`src/rtl/isp_boot_pkg.sv`:
```
package isp_boot_pkg;

    // clock rate and a long soft-reset pulse
    localparam int unsigned CLK_PERIOD_PS = 8000;
    localparam int unsigned SOFT_RST_TIME_NS = 1000;
    localparam int unsigned SOFT_RST_CYCLES = (SOFT_RST_TIME_NS * 1000 + CLK_PERIOD_PS - 1) / CLK_PERIOD_PS;
    localparam int unsigned SOFT_RST_CW = $clog2(SOFT_RST_CYCLES + 1);

    // register indices; byte address is four times the index
    localparam logic [7:0] IDX_PROG_CTRL = 8'h9F;
    localparam logic [7:0] IDX_BANK_CTRL = 8'hAB;

    // program_boot_control fields
    localparam int unsigned PC_TRIG_BIT = 7;
    localparam int unsigned PC_EXEC_BIT = 5;
    localparam int unsigned PC_BOOT_REGION_SELECT_BIT = 1;
    localparam int unsigned PC_ENP_BIT = 0;

    // code_bank_control fields
    localparam int unsigned BC_EN_BIT = 3;
    localparam int unsigned BC_SEL_LSB = 0;
    localparam int unsigned BC_SEL_W = 3;
    localparam logic [2:0] BC_SEL_RESET = 3'h7;

    // ahb-lite encodings
    localparam logic [1:0] HTRANS_NONSEQ = 2'h2;
    localparam logic [2:0] HSIZE_WORD = 3'h2;
    localparam logic HRESP_OKAY = 1'h0;

    typedef enum logic [1:0] {
        ST_RUN = 2'b00,
        ST_IDLE = 2'b01,
        ST_PROG = 2'b10
    } core_state_t;

    typedef struct packed {
        logic boot_region_select;
        logic program_mode_enable;
    } prog_ctrl_t;

    typedef struct packed {
        logic en;
        logic [2:0] sel;
    } bank_ctrl_t;

endpackage

```
`src/rtl/isp_boot_and_code_banking.sv`:
```
// What this block does
// RL1: writing one to control bit 7 resets the device like the reset pin, then self-clears
// RL2: reading control bit 7 returns the hardware reboot indicator, not the trigger
// RL3: control bit 5 is read-only: 0 running application flash, 1 running loader flash
// RL4: control bit 1 is write-only boot region select: 1 loader, 0 application
// RL5: control bit 0 set: programming mode, core idle, idle bit ignored
// RL6: clearing control bit 0 leaves programming mode and honours the idle bit again
// RL7: enable, select, then idle; when idle ends restart from the selected region
// RL8: banking bit 3 enables both application banks, a port 1 pin becomes A16
// RL9: A16 low fetches bank 0, high bank 1; bits 2-0 choose the pin, default P1.7
// RL10: banking bits 7-4 and control bits 6,4,3,2 are reserved without function
// RL11: writes to reserved bits are ignored and they read as zero
//
// The AHB-Lite register port is this design's own decision.
`timescale 1ns/1ps
module isp_boot_and_code_banking
(
    input wire logic mclk_i,
    input wire logic rst_i,
    input wire logic ce_i,
    // ahb-lite slave
    input wire logic hsel_i,
    input wire logic [31:0] haddr_i,
    input wire logic [1:0] htrans_i,
    input wire logic hwrite_i,
    input wire logic [2:0] hsize_i,
    input wire logic [31:0] hwdata_i,
    input wire logic hready_i,
    output logic [31:0] hrdata_o,
    output logic hreadyout_o,
    output logic hresp_o,
    // core side
    input wire logic hw_reboot_i,
    input wire logic idle_req_i,
    input wire logic idle_wake_i,
    input wire logic [7:0] port1_i,
    output logic device_reset_o,
    output logic core_idle_o,
    output logic program_mode_o,
    output logic core_restart_o,
    output logic exec_loader_o,
    output logic code_a16_o
);

    // bus slave state, kept running while ce_i is low so no transfer stalls
    logic hreadyout_ff;
    logic [31:0] hrdata_ff;
    logic wr_pend_ff;
    logic wr_prog_ff;
    logic upd_valid_ff;
    logic upd_prog_ff;
    logic [7:0] upd_data_ff;

    // block state, frozen while ce_i is low
    isp_boot_pkg::prog_ctrl_t prog_ff;
    isp_boot_pkg::bank_ctrl_t bank_ff;
    isp_boot_pkg::core_state_t state_ff;
    isp_boot_pkg::core_state_t nxt_state;
    logic soft_rst_ff;
    logic [isp_boot_pkg::SOFT_RST_CW-1:0] soft_cnt_ff;
    logic hw_reboot_ff;
    logic exec_loader_ff;
    logic boot_init_ff;
    logic core_idle_ff;
    logic program_mode_ff;
    logic core_restart_ff;
    logic code_a16_ff;

    logic addr_ok;
    logic take;
    logic take_read;
    logic take_write;
    logic [7:0] rd_prog;
    logic [7:0] rd_bank;
    logic upd_apply;
    logic trig_write;
    logic soft_done;

    // address decode: two words, everything else reads zero and ignores writes
    assign addr_ok = (haddr_i[31:10] == 22'h000000) && (haddr_i[1:0] == 2'h0);
    assign take = hsel_i && hready_i && (htrans_i == isp_boot_pkg::HTRANS_NONSEQ)
        && (hsize_i == isp_boot_pkg::HSIZE_WORD);
    assign take_read = take && !hwrite_i;
    assign take_write = take && hwrite_i && addr_ok
        && ((haddr_i[9:2] == isp_boot_pkg::IDX_PROG_CTRL) || (haddr_i[9:2] == isp_boot_pkg::IDX_BANK_CTRL));

    // read views; reserved and write-only bits read as zero
    always_comb
    begin
        rd_prog = 8'h00; // [RL11]
        rd_prog[isp_boot_pkg::PC_TRIG_BIT] = hw_reboot_ff; // [RL2]
        rd_prog[isp_boot_pkg::PC_EXEC_BIT] = exec_loader_ff; // [RL3]
        rd_prog[isp_boot_pkg::PC_ENP_BIT] = prog_ff.program_mode_enable;
        rd_bank = 8'h00; // [RL10] [RL11]
        rd_bank[isp_boot_pkg::BC_EN_BIT] = bank_ff.en;
        rd_bank[isp_boot_pkg::BC_SEL_LSB +: isp_boot_pkg::BC_SEL_W] = bank_ff.sel;
    end

    // zero wait state slave, always okay; low only while reset is held
    always_ff @(posedge mclk_i)
    begin
        hreadyout_ff <= !rst_i;
    end

    // read data is driven in the data phase that follows the address phase
    always_ff @(posedge mclk_i)
    begin
        if (rst_i)
        begin
            hrdata_ff <= 32'h00000000;
        end
        else if (take_read && addr_ok && haddr_i[9:2] == isp_boot_pkg::IDX_PROG_CTRL)
        begin
            hrdata_ff <= {24'h000000, rd_prog};
        end
        else if (take_read && addr_ok && haddr_i[9:2] == isp_boot_pkg::IDX_BANK_CTRL)
        begin
            hrdata_ff <= {24'h000000, rd_bank};
        end
        else
        begin
            hrdata_ff <= 32'h00000000;
        end
    end

    // write address phase remembered for the data phase
    always_ff @(posedge mclk_i)
    begin
        if (rst_i)
        begin
            wr_pend_ff <= 1'h0;
            wr_prog_ff <= 1'h0;
        end
        else if (hready_i)
        begin
            wr_pend_ff <= take_write;
            wr_prog_ff <= (haddr_i[9:2] == isp_boot_pkg::IDX_PROG_CTRL);
        end
    end

    // write data held until the block runs; a second write while frozen replaces it
    always_ff @(posedge mclk_i)
    begin
        if (rst_i)
        begin
            upd_valid_ff <= 1'h0;
            upd_prog_ff <= 1'h0;
            upd_data_ff <= 8'h00;
        end
        else if (wr_pend_ff && hready_i)
        begin
            upd_valid_ff <= 1'h1;
            upd_prog_ff <= wr_prog_ff;
            upd_data_ff <= hwdata_i[7:0];
        end
        else if (ce_i)
        begin
            upd_valid_ff <= 1'h0;
        end
    end

    assign upd_apply = ce_i && upd_valid_ff && !soft_rst_ff;
    assign trig_write = upd_apply && upd_prog_ff && upd_data_ff[isp_boot_pkg::PC_TRIG_BIT];
    assign soft_done = soft_rst_ff && (soft_cnt_ff == isp_boot_pkg::SOFT_RST_CW'(isp_boot_pkg::SOFT_RST_CYCLES - 1));

    // soft reset: held as long as a pin reset, then clears itself
    always_ff @(posedge mclk_i)
    begin
        if (rst_i)
        begin
            soft_rst_ff <= 1'h0;
            soft_cnt_ff <= '0;
        end
        else if (ce_i)
        begin
            if (trig_write)
            begin
                soft_rst_ff <= 1'h1; // [RL1]
                soft_cnt_ff <= '0;
            end
            else if (soft_done)
            begin
                soft_rst_ff <= 1'h0; // [RL1]
                soft_cnt_ff <= '0;
            end
            else if (soft_rst_ff)
            begin
                soft_cnt_ff <= soft_cnt_ff + 1'b1;
            end
        end
    end

    // control register; the soft reset returns it to its initial state
    always_ff @(posedge mclk_i)
    begin
        if (rst_i)
        begin
            prog_ff <= '0;
        end
        else if (ce_i)
        begin
            if (soft_rst_ff)
            begin
                prog_ff <= '0; // [RL1]
            end
            else if (upd_apply && upd_prog_ff)
            begin
                prog_ff.boot_region_select <= upd_data_ff[isp_boot_pkg::PC_BOOT_REGION_SELECT_BIT]; // [RL4]
                prog_ff.program_mode_enable <= upd_data_ff[isp_boot_pkg::PC_ENP_BIT]; // [RL5] [RL6]
            end
        end
    end

    // banking register; only bits 3..0 are stored
    always_ff @(posedge mclk_i)
    begin
        if (rst_i)
        begin
            bank_ff.en <= 1'h0;
            bank_ff.sel <= isp_boot_pkg::BC_SEL_RESET;
        end
        else if (ce_i)
        begin
            if (soft_rst_ff)
            begin
                bank_ff.en <= 1'h0;
                bank_ff.sel <= isp_boot_pkg::BC_SEL_RESET; // [RL9]
            end
            else if (upd_apply && !upd_prog_ff)
            begin
                bank_ff.en <= upd_data_ff[isp_boot_pkg::BC_EN_BIT]; // [RL8] [RL11]
                bank_ff.sel <= upd_data_ff[isp_boot_pkg::BC_SEL_LSB +: isp_boot_pkg::BC_SEL_W];
            end
        end
    end

    // reboot indicator follows the pin level
    always_ff @(posedge mclk_i)
    begin
        if (rst_i)
        begin
            hw_reboot_ff <= 1'h0;
        end
        else if (ce_i)
        begin
            hw_reboot_ff <= hw_reboot_i; // [RL2]
        end
    end

    // core state: normal idle or programming idle, depending on the enable
    always_comb
    begin
        nxt_state = state_ff;
        unique case (state_ff)
            isp_boot_pkg::ST_RUN:
            begin
                if (idle_req_i && prog_ff.program_mode_enable)
                begin
                    nxt_state = isp_boot_pkg::ST_PROG; // [RL7]
                end
                else if (idle_req_i)
                begin
                    nxt_state = isp_boot_pkg::ST_IDLE;
                end
            end
            isp_boot_pkg::ST_IDLE:
            begin
                if (idle_wake_i)
                begin
                    nxt_state = isp_boot_pkg::ST_RUN;
                end
            end
            isp_boot_pkg::ST_PROG:
            begin
                // the idle bit has no say here; only wake or disable leave
                if (idle_wake_i || !prog_ff.program_mode_enable)
                begin
                    nxt_state = isp_boot_pkg::ST_RUN; // [RL5] [RL6]
                end
            end
            default:
            begin
                nxt_state = isp_boot_pkg::ST_RUN;
            end
        endcase
    end

    always_ff @(posedge mclk_i)
    begin
        if (rst_i)
        begin
            state_ff <= isp_boot_pkg::ST_RUN;
        end
        else if (ce_i)
        begin
            if (soft_rst_ff)
            begin
                state_ff <= isp_boot_pkg::ST_RUN;
            end
            else
            begin
                state_ff <= nxt_state;
            end
        end
    end

    // restart pulse and executing region; a strap at reset release picks the first region
    always_ff @(posedge mclk_i)
    begin
        if (rst_i)
        begin
            boot_init_ff <= 1'h1;
            exec_loader_ff <= 1'h0;
            core_restart_ff <= 1'h0;
        end
        else if (ce_i)
        begin
            core_restart_ff <= 1'h0;
            if (boot_init_ff || soft_done)
            begin
                boot_init_ff <= 1'h0;
                exec_loader_ff <= hw_reboot_i;
            end
            else if (state_ff == isp_boot_pkg::ST_PROG && idle_wake_i && !soft_rst_ff)
            begin
                exec_loader_ff <= prog_ff.boot_region_select; // [RL7] [RL3]
                core_restart_ff <= 1'h1; // [RL7]
            end
        end
    end

    // registered core controls
    always_ff @(posedge mclk_i)
    begin
        if (rst_i)
        begin
            core_idle_ff <= 1'h0;
            program_mode_ff <= 1'h0;
        end
        else if (ce_i)
        begin
            core_idle_ff <= !soft_rst_ff && (nxt_state != isp_boot_pkg::ST_RUN); // [RL5]
            program_mode_ff <= !soft_rst_ff && prog_ff.program_mode_enable; // [RL5] [RL6]
        end
    end

    // bank address line from the chosen port 1 pin, low when banking is off
    always_ff @(posedge mclk_i)
    begin
        if (rst_i)
        begin
            code_a16_ff <= 1'h0;
        end
        else if (ce_i)
        begin
            code_a16_ff <= bank_ff.en && port1_i[bank_ff.sel]; // [RL8] [RL9]
        end
    end

    assign hreadyout_o = hreadyout_ff;
    assign hrdata_o = hrdata_ff;
    assign hresp_o = isp_boot_pkg::HRESP_OKAY;
    assign device_reset_o = soft_rst_ff;
    assign core_idle_o = core_idle_ff;
    assign program_mode_o = program_mode_ff;
    assign core_restart_o = core_restart_ff;
    assign exec_loader_o = exec_loader_ff;
    assign code_a16_o = code_a16_ff;

endmodule

```
`config.mk`:
```
export PLATFORM = sky130hd
export DESIGN_NAME = isp_boot_and_code_banking
export DESIGN_NICKNAME = d
export VERILOG_FILES = /design/src/rtl/isp_boot_pkg.sv /design/src/rtl/isp_boot_and_code_banking.sv
export SDC_FILE = /design/constraint.sdc
export NUM_CORES = 1
export LEC_CHECK = 0
export BUFFER_PORTS_ARGS = -buffer_cell sky130_fd_sc_hd__buf_2
export CAP_MARGIN = 40
export CORE_MARGIN = 2
export CORE_UTILIZATION = 42
export CTS_BUF_LIST = sky130_fd_sc_hd__clkbuf_8 sky130_fd_sc_hd__clkbuf_16
export DETAILED_ROUTE_END_ITERATION = 6
export PLACE_DENSITY = 0.79
export SYNTH_ARGS = -nofsm -noshare
export SYNTH_HDL_FRONTEND = slang
export SYNTH_SLANG_ARGS = --single-unit
```
`constraint.sdc`:
```
create_clock -name mclk_i -period 1.7 [get_ports mclk_i]
set_input_delay 0.17 -clock mclk_i [delete_from_list [all_inputs] [get_ports mclk_i]]
set_output_delay 0.17 -clock mclk_i [all_outputs]
set_load 0.01 [all_outputs]
```
==> results of run 1 <==
[cells by family after synthesis]
family | Yosys count | share of synthesized area
buffers and inverters | 42 | 0.133
XOR/XNOR | 6 | 0.0265
AO/OA/AOI/OAI | 36 | 0.122
flip-flops | 39 | 0.394
other | 1 | 0.00189
multiplexers | 6 | 0.0366
AND/OR/NAND/NOR | 92 | 0.273
adder cells (fa/ha/maj) | 2 | 0.0126
[Yosys cell counts (2+ instances only)]
library cell  instances
nor2b_1               4
nor3_1                3
nor4_1                5
nand4_1               4
inv_1                 7
buf_4                27
and4bb_2              2
a21oi_1              14
o21ai_0               3
nand3_1              14
o22ai_1               5
and3_1                6
clkbuf_1              3
nand2b_1              2
a21o_1                2
and2_1                3
xnor2_1               5
nor2_1               15
a22oi_1               3
nand2_1              19
nor4_2                4
mux2i_1               5
nand3b_1              2
ha_1                  2
dfxtp_1              39
buf_2                 4
[power breakdown]
part / switching (mW) / total [mW] / internal, mW
logic: 0.0966 / 0.172 / 0.0754
registers: 0.00678 / 0.929 / 0.922
clock network: 0.300 / 0.664 / 0.364
total: 0.403 / 1.76 / 1.36
[how the worst max path moves through the flow]
stage / slack (ns) / from / depth (start not counted) / to
after floorplan: 0.45 / bank_ff[0]$_SDFFE_PP1P_ / 3 / code_a16_o$_SDFFE_PP0P_
after global placement: 0.27 / haddr_i[18] / 5 / hrdata_o[1]$_SDFF_PP0_
after detailed placement: 0.27 / hready_i / 5 / hrdata_o[1]$_SDFF_PP0_
after CTS: 0.31 / bank_ff[0]$_SDFFE_PP1P_ / 3 / code_a16_o$_SDFFE_PP0P_
after global routing: 0.20 / device_reset_o$_SDFFE_PP0P_ / 4 / soft_cnt_ff[6]$_SDFFE_PP0P_
final: 0.31 / device_reset_o$_SDFFE_PP0P_ / 4 / soft_cnt_ff[5]$_SDFFE_PP0P_
[layout by cell type (no fill, tap or decap), types with 2 or more instances in the layout]
cell type	netlist	routed
o21ai_0	3	3
a22oi_1	3	3
a21oi_1	14	14
nand2b_1	2	2
nand3_1	14	14
buf_2	4	71
inv_1	7	8
nor4_2	4	4
xnor2_1	5	5
nand2_1	19	19
nand3b_1	2	2
and4bb_2	2	2
conb_1	1	27
nor2b_1	4	4
nor3_1	3	3
and2_1	3	3
clkbuf_8	0	7
nor2_1	15	15
a21o_1	2	2
and3_1	6	6
nor4_1	5	5
ha_1	2	2
mux2i_1	5	5
o22ai_1	5	5
dfxtp_1	39	39
nand4_1	4	4
[per-stage QoR]
stage / hold WS [ns] / worst slack (ns) / cell area, µm² / utilization / power, mW
2_1_floorplan: 0.240 / 0.453 / 2080 / - / 1.08
3_3_place_gp: 0.374 / 0.272 / 2270 / 0.511 / 1.12
3_5_place_dp: 0.379 / 0.273 / 2270 / 0.511 / 1.12
4_1_cts: 0.0755 / 0.312 / 2370 / 0.534 / 1.77
5_1_grt: 0.0746 / 0.203 / 2370 / 0.534 / 1.84
6_report: 0.0801 / 0.315 / 2370 / 0.534 / 1.76
[registers in the layout, summed over array words and instances (netlist names), 2 cells and up]
name         count
hrdata_o         6
prog_ff          2
state_ff         2
soft_cnt_ff      7
bank_ff          4
upd_data_ff      5
[per-layer routing]
metal	up-vias	global-route usage	part of all wire
met2	41	0.272	0.52
met5	-	0	0
li1	880	-	-
met1	801	0.215	0.42
met4	0	0.0658	0.0066
met3	4	0.0359	0.044
[worst register-to-register path, stage by stage, from the launching register on]
cell     delay (ns)
dfxtp_1        0.55
a31oi_4        0.11
nor2_1         0.24
a21o_1         0.29
nor2_1         0.08
[final cells by class]
cell class | instances | area (µm²)
clock buffers | 7 | 96.3
repair buffers | 72 | 363
clock inverters | 1 | 3.75
well taps | 52 | 65.1
multi-input cells | 169 | 1030
flip-flops and latches | 39 | 781
fillers | 431 | 2070
inverters | 8 | 30.0
==> impl_metrics.env, run 1 <==
export IMPL_setup_worst_path_class="reg2reg"
export IMPL_p_leak_nw=1.04
export IMPL_rsz0062_at_grt="false"
export IMPL_r2r_end="soft_cnt_ff[5]$_SDFFE_PP0P_"
export IMPL_gp_congestion=0.753
export IMPL_yosys_area_top_type_share=0.394
export IMPL_fmax_mhz=722
export IMPL_drtAntennaViolNets=0
export IMPL_wl_per_cell_um=12.7
export IMPL_crit_slowest_cell="dfxtp_1"
export IMPL_final_max_slew_viol_count=0
export IMPL_grt_max_degree=22
export IMPL_grt_overflow=0
export IMPL_setup_viol=0
export IMPL_placed_cells=340
export IMPL_area_growth_pct=19.8
export IMPL_ctsResizeCount=0
export IMPL_cts_buffers=5
export IMPL_grt_pass1_wl_um=6940
export IMPL_synth_area_leaders="dfxtp_1 (39%), buf_4 (10%), nand2_1 (3.6%)"
export IMPL_avgSynthCellArea_um2=8.84
export IMPL_worst_setup_path_end_kind="register"
export IMPL_dieArea_um2=5280
export IMPL_postCtsSetupBuffers=0
export IMPL_max_cap_viol_count=0
export IMPL_rr_startpoint="device_reset_o$_SDFFE_PP0P_"
export IMPL_ys_seq_elements=39
export IMPL_synth_area_leader_cell="dfxtp_1"
export IMPL_path_cells="a31oi_4, nor2_1, a21o_1, nor2_1"
export IMPL_critPathRequiredTime_ns=1.87
export IMPL_viasPerCell=4.96
export IMPL_clock_skew_ns=0.00238
export IMPL_async_reset_ff_frac=0
export IMPL_critical_path_top_delay_family="flip-flops"
export IMPL_critPathMaxStageDelay_ns=0.55
export IMPL_wl_um=4430
export IMPL_ys_warn_count=0
export IMPL_synth_edf_count=0
export IMPL_period_needed_ns=1.39
export IMPL_hp_class="in2reg"
export IMPL_slew_headroom=0.622
export IMPL_final_setup_tns_ns=0
export IMPL_cp_common_cell="nor2_1"
export IMPL_cts_sinks=39
export IMPL_root_buffer="clkbuf_8"
export IMPL_htreeDepth=2
export IMPL_antenna_found_initial=0
export IMPL_r2r_setup_slack_ns=0.31
export IMPL_synth_ff_type="dfxtp_1"
export IMPL_cts_tree="yes"
export IMPL_grt_pass1_vias=1538
export IMPL_grt_usage=0.167
export IMPL_hold_violations=0
export IMPL_n_antenna_cell=0
export IMPL_clock_latency_ns=0.29
export IMPL_cp_start_kind="register"
export IMPL_status="finished with violations"
export IMPL_fp_coreArea_um2=4440
export IMPL_critPathBufInv=0
export IMPL_drive_gt1_frac=0.307
export IMPL_fin_crit_sh=0.815
export IMPL_clkTransAtPathRegs_ns=0.07
export IMPL_violations="design-rule violations"
export IMPL_seq_area_frac_synth=0.394
export IMPL_r2r_cells=4
export IMPL_powerDensity_nw_per_um2=744
export IMPL_initial_core_util=0.446
export IMPL_holdBufCountCts=0
export IMPL_drt_iter0_drc=89
export IMPL_fp_dieH_um=72.7
export IMPL_io_pins=126
export IMPL_final_nets=383
export IMPL_syn_inst=224
export IMPL_instances_no_fill=348
export IMPL_vdd_drop_max_uv=314
export IMPL_hold_path_startpoint="hwrite_i"
export IMPL_hold_path_depth=2
export IMPL_min_to="hrdata_o[0]$_SDFF_PP0_"
export IMPL_crit_fanout=10
export IMPL_cp_arrival_ns=1.56
export IMPL_fp_dieW_um=72.7
export IMPL_synth_area_um2=1980
export IMPL_route_detailed_drc=1
export IMPL_cts_buffer_depth=2
export IMPL_vias=1726
export IMPL_num_rows=24
export IMPL_first_pass_iters=6
export IMPL_worst_pin_slew_ns=0.565
export IMPL_place_detailed_hpwl_um=3450
export IMPL_numPortBuffers=71
export IMPL_synth_cell_types=48
(Power assumes the default switching activity.)
==> inputs of run 2 (changes only) <==
==> constraint.sdc (replaced) <==
create_clock -name mclk_i -period 1.4 [get_ports mclk_i]
set_input_delay 0.14 -clock mclk_i [delete_from_list [all_inputs] [get_ports mclk_i]]
set_output_delay 0.14 -clock mclk_i [all_outputs]
set_load 0.01 [all_outputs]
==> impl_metrics.env, run 2 (synthesis results as in run 1) <==
export IMPL_status="finished with violations"
export IMPL_violations="design-rule violations"
export IMPL_hold_path_depth=2
export IMPL_area_growth_pct=24.2
export IMPL_vias=1755
export IMPL_first_pass_iters=6
export IMPL_numPortBuffers=71
export IMPL_grt_max_degree=24
export IMPL_cts_tree="yes"
export IMPL_num_rows=24
export IMPL_postCtsSetupBuffers=0
export IMPL_drive_gt1_frac=0.348
export IMPL_mostFrequentLayoutCells="buf_2 (71), dfxtp_1 (36), conb_1 (27), nand2_1 (19), nor2_1 (15)"
export IMPL_fp_coreArea_um2=4440
export IMPL_root_buffer="clkbuf_8"
export IMPL_hold_path_startpoint="hwrite_i"
export IMPL_route_detailed_drc=1
export IMPL_crit_fanout=5
export IMPL_period_needed_ns=1.29
export IMPL_viasPerCell=4.92
export IMPL_holdBufCountCts=0
export IMPL_setup_worst_path_class="reg2reg"
export IMPL_fp_dieW_um=72.7
export IMPL_place_detailed_hpwl_um=3440
export IMPL_fmax_mhz=774
export IMPL_critPathRequiredTime_ns=1.60
export IMPL_p_total_mw=2.16
export IMPL_fin_util=0.553
export IMPL_clock_skew_ns=0.00426
export IMPL_rr_startpoint="soft_cnt_ff[0]$_SDFFE_PP0P_"
export IMPL_design_area_um2=2460
export IMPL_p_leak_nw=1.09
export IMPL_largest_reg_flops=7
export IMPL_grt_use_met1=0.210
export IMPL_cp_arrival_ns=1.49
export IMPL_cts_buffer_depth=2
export IMPL_antenna_found_initial=0
export IMPL_wl_per_cell_um=12.2
export IMPL_r2r_end="exec_loader_o$_SDFFE_PP0P_"
export IMPL_wl_um=4370
export IMPL_grt_pass1_vias=1528
export IMPL_n_antenna_cell=0
export IMPL_fin_crit_sh=0.923
export IMPL_rsz0062_at_grt="false"
export IMPL_cts_buffers=5
export IMPL_placed_cells=349
export IMPL_drt_iter0_drc=106
export IMPL_setup_viol=0
export IMPL_r2r_cells=6
export IMPL_grt_pass1_wl_um=6790
export IMPL_cp_start_kind="register"
export IMPL_clkTransAtPathRegs_ns=0.07
export IMPL_initial_core_util=0.446
export IMPL_vdd_drop_max_uv=363
export IMPL_drtAntennaViolNets=0
export IMPL_fp_dieH_um=72.7
export IMPL_cts_sinks=39
export IMPL_grt_usage=0.165
export IMPL_critical_path_startpoint="soft_cnt_ff[0]$_SDFFE_PP0P_"
export IMPL_r2r_setup_slack_ns=0.11
export IMPL_powerDensity_nw_per_um2=880
export IMPL_hp_class="in2reg"
export IMPL_instances_no_fill=357
export IMPL_min_to="hrdata_o[0]$_SDFF_PP0_"
export IMPL_grt_busiest_layer="met2"
export IMPL_final_max_slew_viol_count=0
export IMPL_met2_usage=0.261
export IMPL_grt_overflow=0
export IMPL_regMostFlops="soft_cnt_ff"
export IMPL_gp_congestion=0.773
export IMPL_clock_latency_ns=0.29
export IMPL_worst_setup_path_end_kind="register"
export IMPL_met3_usage=0.0387
export IMPL_final_nets=392
export IMPL_io_pins=126
export IMPL_hold_violations=0
export IMPL_layout_commonest_cell="buf_2"
export IMPL_max_cap_viol_count=0
export IMPL_final_setup_tns_ns=0
export IMPL_htreeDepth=2
export IMPL_place_area_um2=2340
export IMPL_dieArea_um2=5280
-- run 2: per-layer routing --
| layer | part of all wire | wire [µm] |
|---|---|---|
| met4 | 0.020 | 88 |
| met1 | 0.43 | 1880 |
| met5 | 0 | 0 |
| met3 | 0.051 | 223 |
| met2 | 0.50 | 2180 |
-- run 2: final cells by class --
cell class | count | area [µm²]
repair buffers | 81 | 430
multi-input cells | 169 | 1050
inverters | 8 | 30.0
well taps | 52 | 65.1
flip-flops and latches | 39 | 787
clock buffers | 7 | 96.3
clock inverters | 1 | 3.75
fillers | 429 | 1980
-- run 2: repair_timing --
item                                   CTS  global route
pin swaps                                0             1
cloned                                   0             0
endpoints found under the hold margin    0             0
setup endpoints to repair                2             8
resized for setup                        3             4
-- run 2: power by group --
part / total [mW] / switching, mW / internal [mW]
Sequential: 1.13 / 0.00829 / 1.12
Clock: 0.820 / 0.378 / 0.442
Combinational: 0.219 / 0.119 / 0.101
-- run 2: stage by stage --
stage | hold slack, ns | worst slack, ns
CTS | 0.0296 | 0.0103
global route | 0.0383 | 0.0168
global placement | 0.343 | 0.0279
finish | 0.0401 | 0.107
floorplan | 0.210 | 0.153
detailed placement | 0.346 | -0.0223
-- run 2: worst max-delay path by stage --
stage                                       end  slack [ns]  cells after the start
floorplan               code_a16_o$_SDFFE_PP0P_        0.15                      3
global placement        wr_pend_ff$_SDFFE_PP0P_        0.03                      5
detailed placement   exec_loader_o$_SDFFE_PP0P_       -0.02                      6
CTS                  exec_loader_o$_SDFFE_PP0P_        0.01                      6
global route        soft_cnt_ff[6]$_SDFFE_PP0P_        0.02                      4
finish               exec_loader_o$_SDFFE_PP0P_        0.11                      6
-- run 2: worst max-delay path: stages, from the launching register on --
cell and delay, ns:
dfxtp_4 0.38, inv_1 0.05, ha_1 0.19, nand3_1 0.12
nor2_1 0.08, o211a_1 0.22, nor4_2 0.14
==> inputs of run 3 (changes only) <==
--- a/config.mk
+++ b/config.mk
@@ -11,7 +11,7 @@
 export CORE_UTILIZATION = 42
 export CTS_BUF_LIST = sky130_fd_sc_hd__clkbuf_8 sky130_fd_sc_hd__clkbuf_16
 export DETAILED_ROUTE_END_ITERATION = 6
-export PLACE_DENSITY = 0.79
+export PLACE_DENSITY_LB_ADDON = 0.3
 export SYNTH_ARGS = -nofsm -noshare
 export SYNTH_HDL_FRONTEND = slang
 export SYNTH_SLANG_ARGS = --single-unit
==> impl_metrics.env, run 3 (synthesis results as in run 1) <==
export IMPL_status="complete, no violations"
export IMPL_num_rows=24
export IMPL_fin_ws_ns=0.0773
export IMPL_mostFrequentLayoutCells="buf_2 (71), dfxtp_1 (37), conb_1 (27), nand2_1 (19), nor2_1 (15)"
export IMPL_detailedPlace_worstSlack_ns=0.0439
export IMPL_area_growth_pct=22.4
export IMPL_cts_buffers=5
export IMPL_r2r_cells=3
export IMPL_worst_setup_path_end_kind="register"
export IMPL_p_leak_nw=1.08
export IMPL_antenna_found_initial=0
export IMPL_initial_core_util=0.446
export IMPL_io_pins=126
export IMPL_multi_input_area_um2=1030
export IMPL_cp_arrival_ns=1.49
export IMPL_final_nets=393
export IMPL_numPortBuffers=71
export IMPL_gp_congestion=0.761
export IMPL_clock_skew_ns=0.00706
export IMPL_max_cap_viol_count=0
export IMPL_final_max_slew_viol_count=0
export IMPL_r2r_setup_slack_ns=0.08
export IMPL_drt_iter0_drc=87
export IMPL_powerDensity_nw_per_um2=842
export IMPL_first_pass_iters=4
export IMPL_clock_latency_ns=0.29
export IMPL_grt_max_degree=24
export IMPL_hold_violations=0
export IMPL_drtAntennaViolNets=0
export IMPL_root_buffer="clkbuf_8"
export IMPL_setup_worst_path_class="reg2reg"
export IMPL_fp_dieH_um=72.7
export IMPL_largest_reg_flops=7
export IMPL_hp_class="in2reg"
export IMPL_r2r_end="code_a16_o$_SDFFE_PP0P_"
export IMPL_grt_overflow=0
export IMPL_wl_um=4540
export IMPL_regMostFlops="soft_cnt_ff"
export IMPL_cp_start_kind="register"
export IMPL_viasPerCell=5.02
export IMPL_nFillCells=432
export IMPL_grt_pass1_wl_um=6950
export IMPL_critical_path_startpoint="bank_ff[0]$_SDFFE_PP1P_"
export IMPL_period_needed_ns=1.32
export IMPL_fin_crit_sh=0.945
export IMPL_fp_coreArea_um2=4440
export IMPL_postCtsSetupBuffers=0
export IMPL_seq_area_um2=783
export IMPL_setup_viol=0
export IMPL_fp_dieW_um=72.7
export IMPL_place_detailed_hpwl_um=3550
export IMPL_htreeDepth=2
export IMPL_rr_startpoint="bank_ff[0]$_SDFFE_PP1P_"
export IMPL_final_setup_tns_ns=0
export IMPL_vdd_drop_max_uv=477
export IMPL_critical_path_endpoint="code_a16_o$_SDFFE_PP0P_"
export IMPL_fmax_mhz=756
export IMPL_layout_commonest_cell="buf_2"
export IMPL_grt_pass1_vias=1607
export IMPL_cts_buffer_depth=2
export IMPL_critPathRequiredTime_ns=1.57
export IMPL_wl_per_cell_um=12.8
export IMPL_n_antenna_cell=0
export IMPL_clkTransAtPathRegs_ns=0.07
export IMPL_drive_gt1_frac=0.336
export IMPL_route_detailed_drc=0
export IMPL_rsz0062_at_grt="false"
export IMPL_grt_usage=0.167
export IMPL_cts_tree="yes"
export IMPL_dieArea_um2=5280
export IMPL_crit_fanout=2
export IMPL_vias=1788
export IMPL_cts_sinks=39
## run 3: cell count changes in the layout (fill, tap and decap cells not counted), sizes merged
cell	previous run	this run
clkbuf	7	5
buf	81	82
## run 3: layer usage
metal / share of wire / GRT usage / vias to the layer above
met5: 0 / 0 / -
met4: 0.020 / 0.0864 / 0
met3: 0.052 / 0.0262 / 8
met2: 0.52 / 0.285 / 65
met1: 0.40 / 0.201 / 812
li1: - / - / 903
## run 3: report_power, final
group	internal, mW	switching, mW	total (mW)
Combinational	0.0986	0.116	0.214
Clock	0.325	0.373	0.698
Sequential	1.12	0.00818	1.13
## run 3: stage by stage
stage / hold slack, ns / area [µm²] / utilization / power (mW) / cells
2_1_floorplan: 0.210 / 2080 / - / 1.31 / 250
3_3_place_gp: 0.346 / 2350 / 0.528 / 1.36 / 350
3_5_place_dp: 0.351 / 2350 / 0.528 / 1.37 / 350
4_1_cts: 0.0365 / 2420 / 0.544 / 2.05 / 356
5_1_grt: 0.0390 / 2420 / 0.545 / 2.12 / 356
6_report: 0.0455 / 2420 / 0.545 / 2.04 / 356
## run 3: layout make-up
class	count	share of cell area
clock inverters	1	0.00155
inverters	8	0.0124
flip-flops and latches	39	0.323
repair buffers	82	0.181
well taps	52	0.0268
multi-input cells	169	0.427
clock buffers	5	0.0284
## run 3: what timing repair did
item                       in CTS  in global routing
gates resized for setup         0                  3
setup endpoints to repair       0                  8
hold buffers                    0                  0
## run 3: how the worst min path moves through the flow
stage                                   endpoint  slack (ns)     start  cells past startpoint
after floorplan           hrdata_o[0]$_SDFF_PP0_        0.21  hwrite_i                      1
after global placement    hrdata_o[0]$_SDFF_PP0_        0.35  hwrite_i                      2
after detailed placement  hrdata_o[0]$_SDFF_PP0_        0.35  hwrite_i                      2
after CTS                 hrdata_o[0]$_SDFF_PP0_        0.04  hwrite_i                      2
after global routing      hrdata_o[0]$_SDFF_PP0_        0.04  hwrite_i                      2
final                     hrdata_o[0]$_SDFF_PP0_        0.05  hwrite_i                      2
## run 3: critical path, stage by stage (launching register included)
cell and delay, ns:
dfxtp_1 0.35, mux4_2 0.50, o2111ai_1 0.24, o21ai_0 0.11
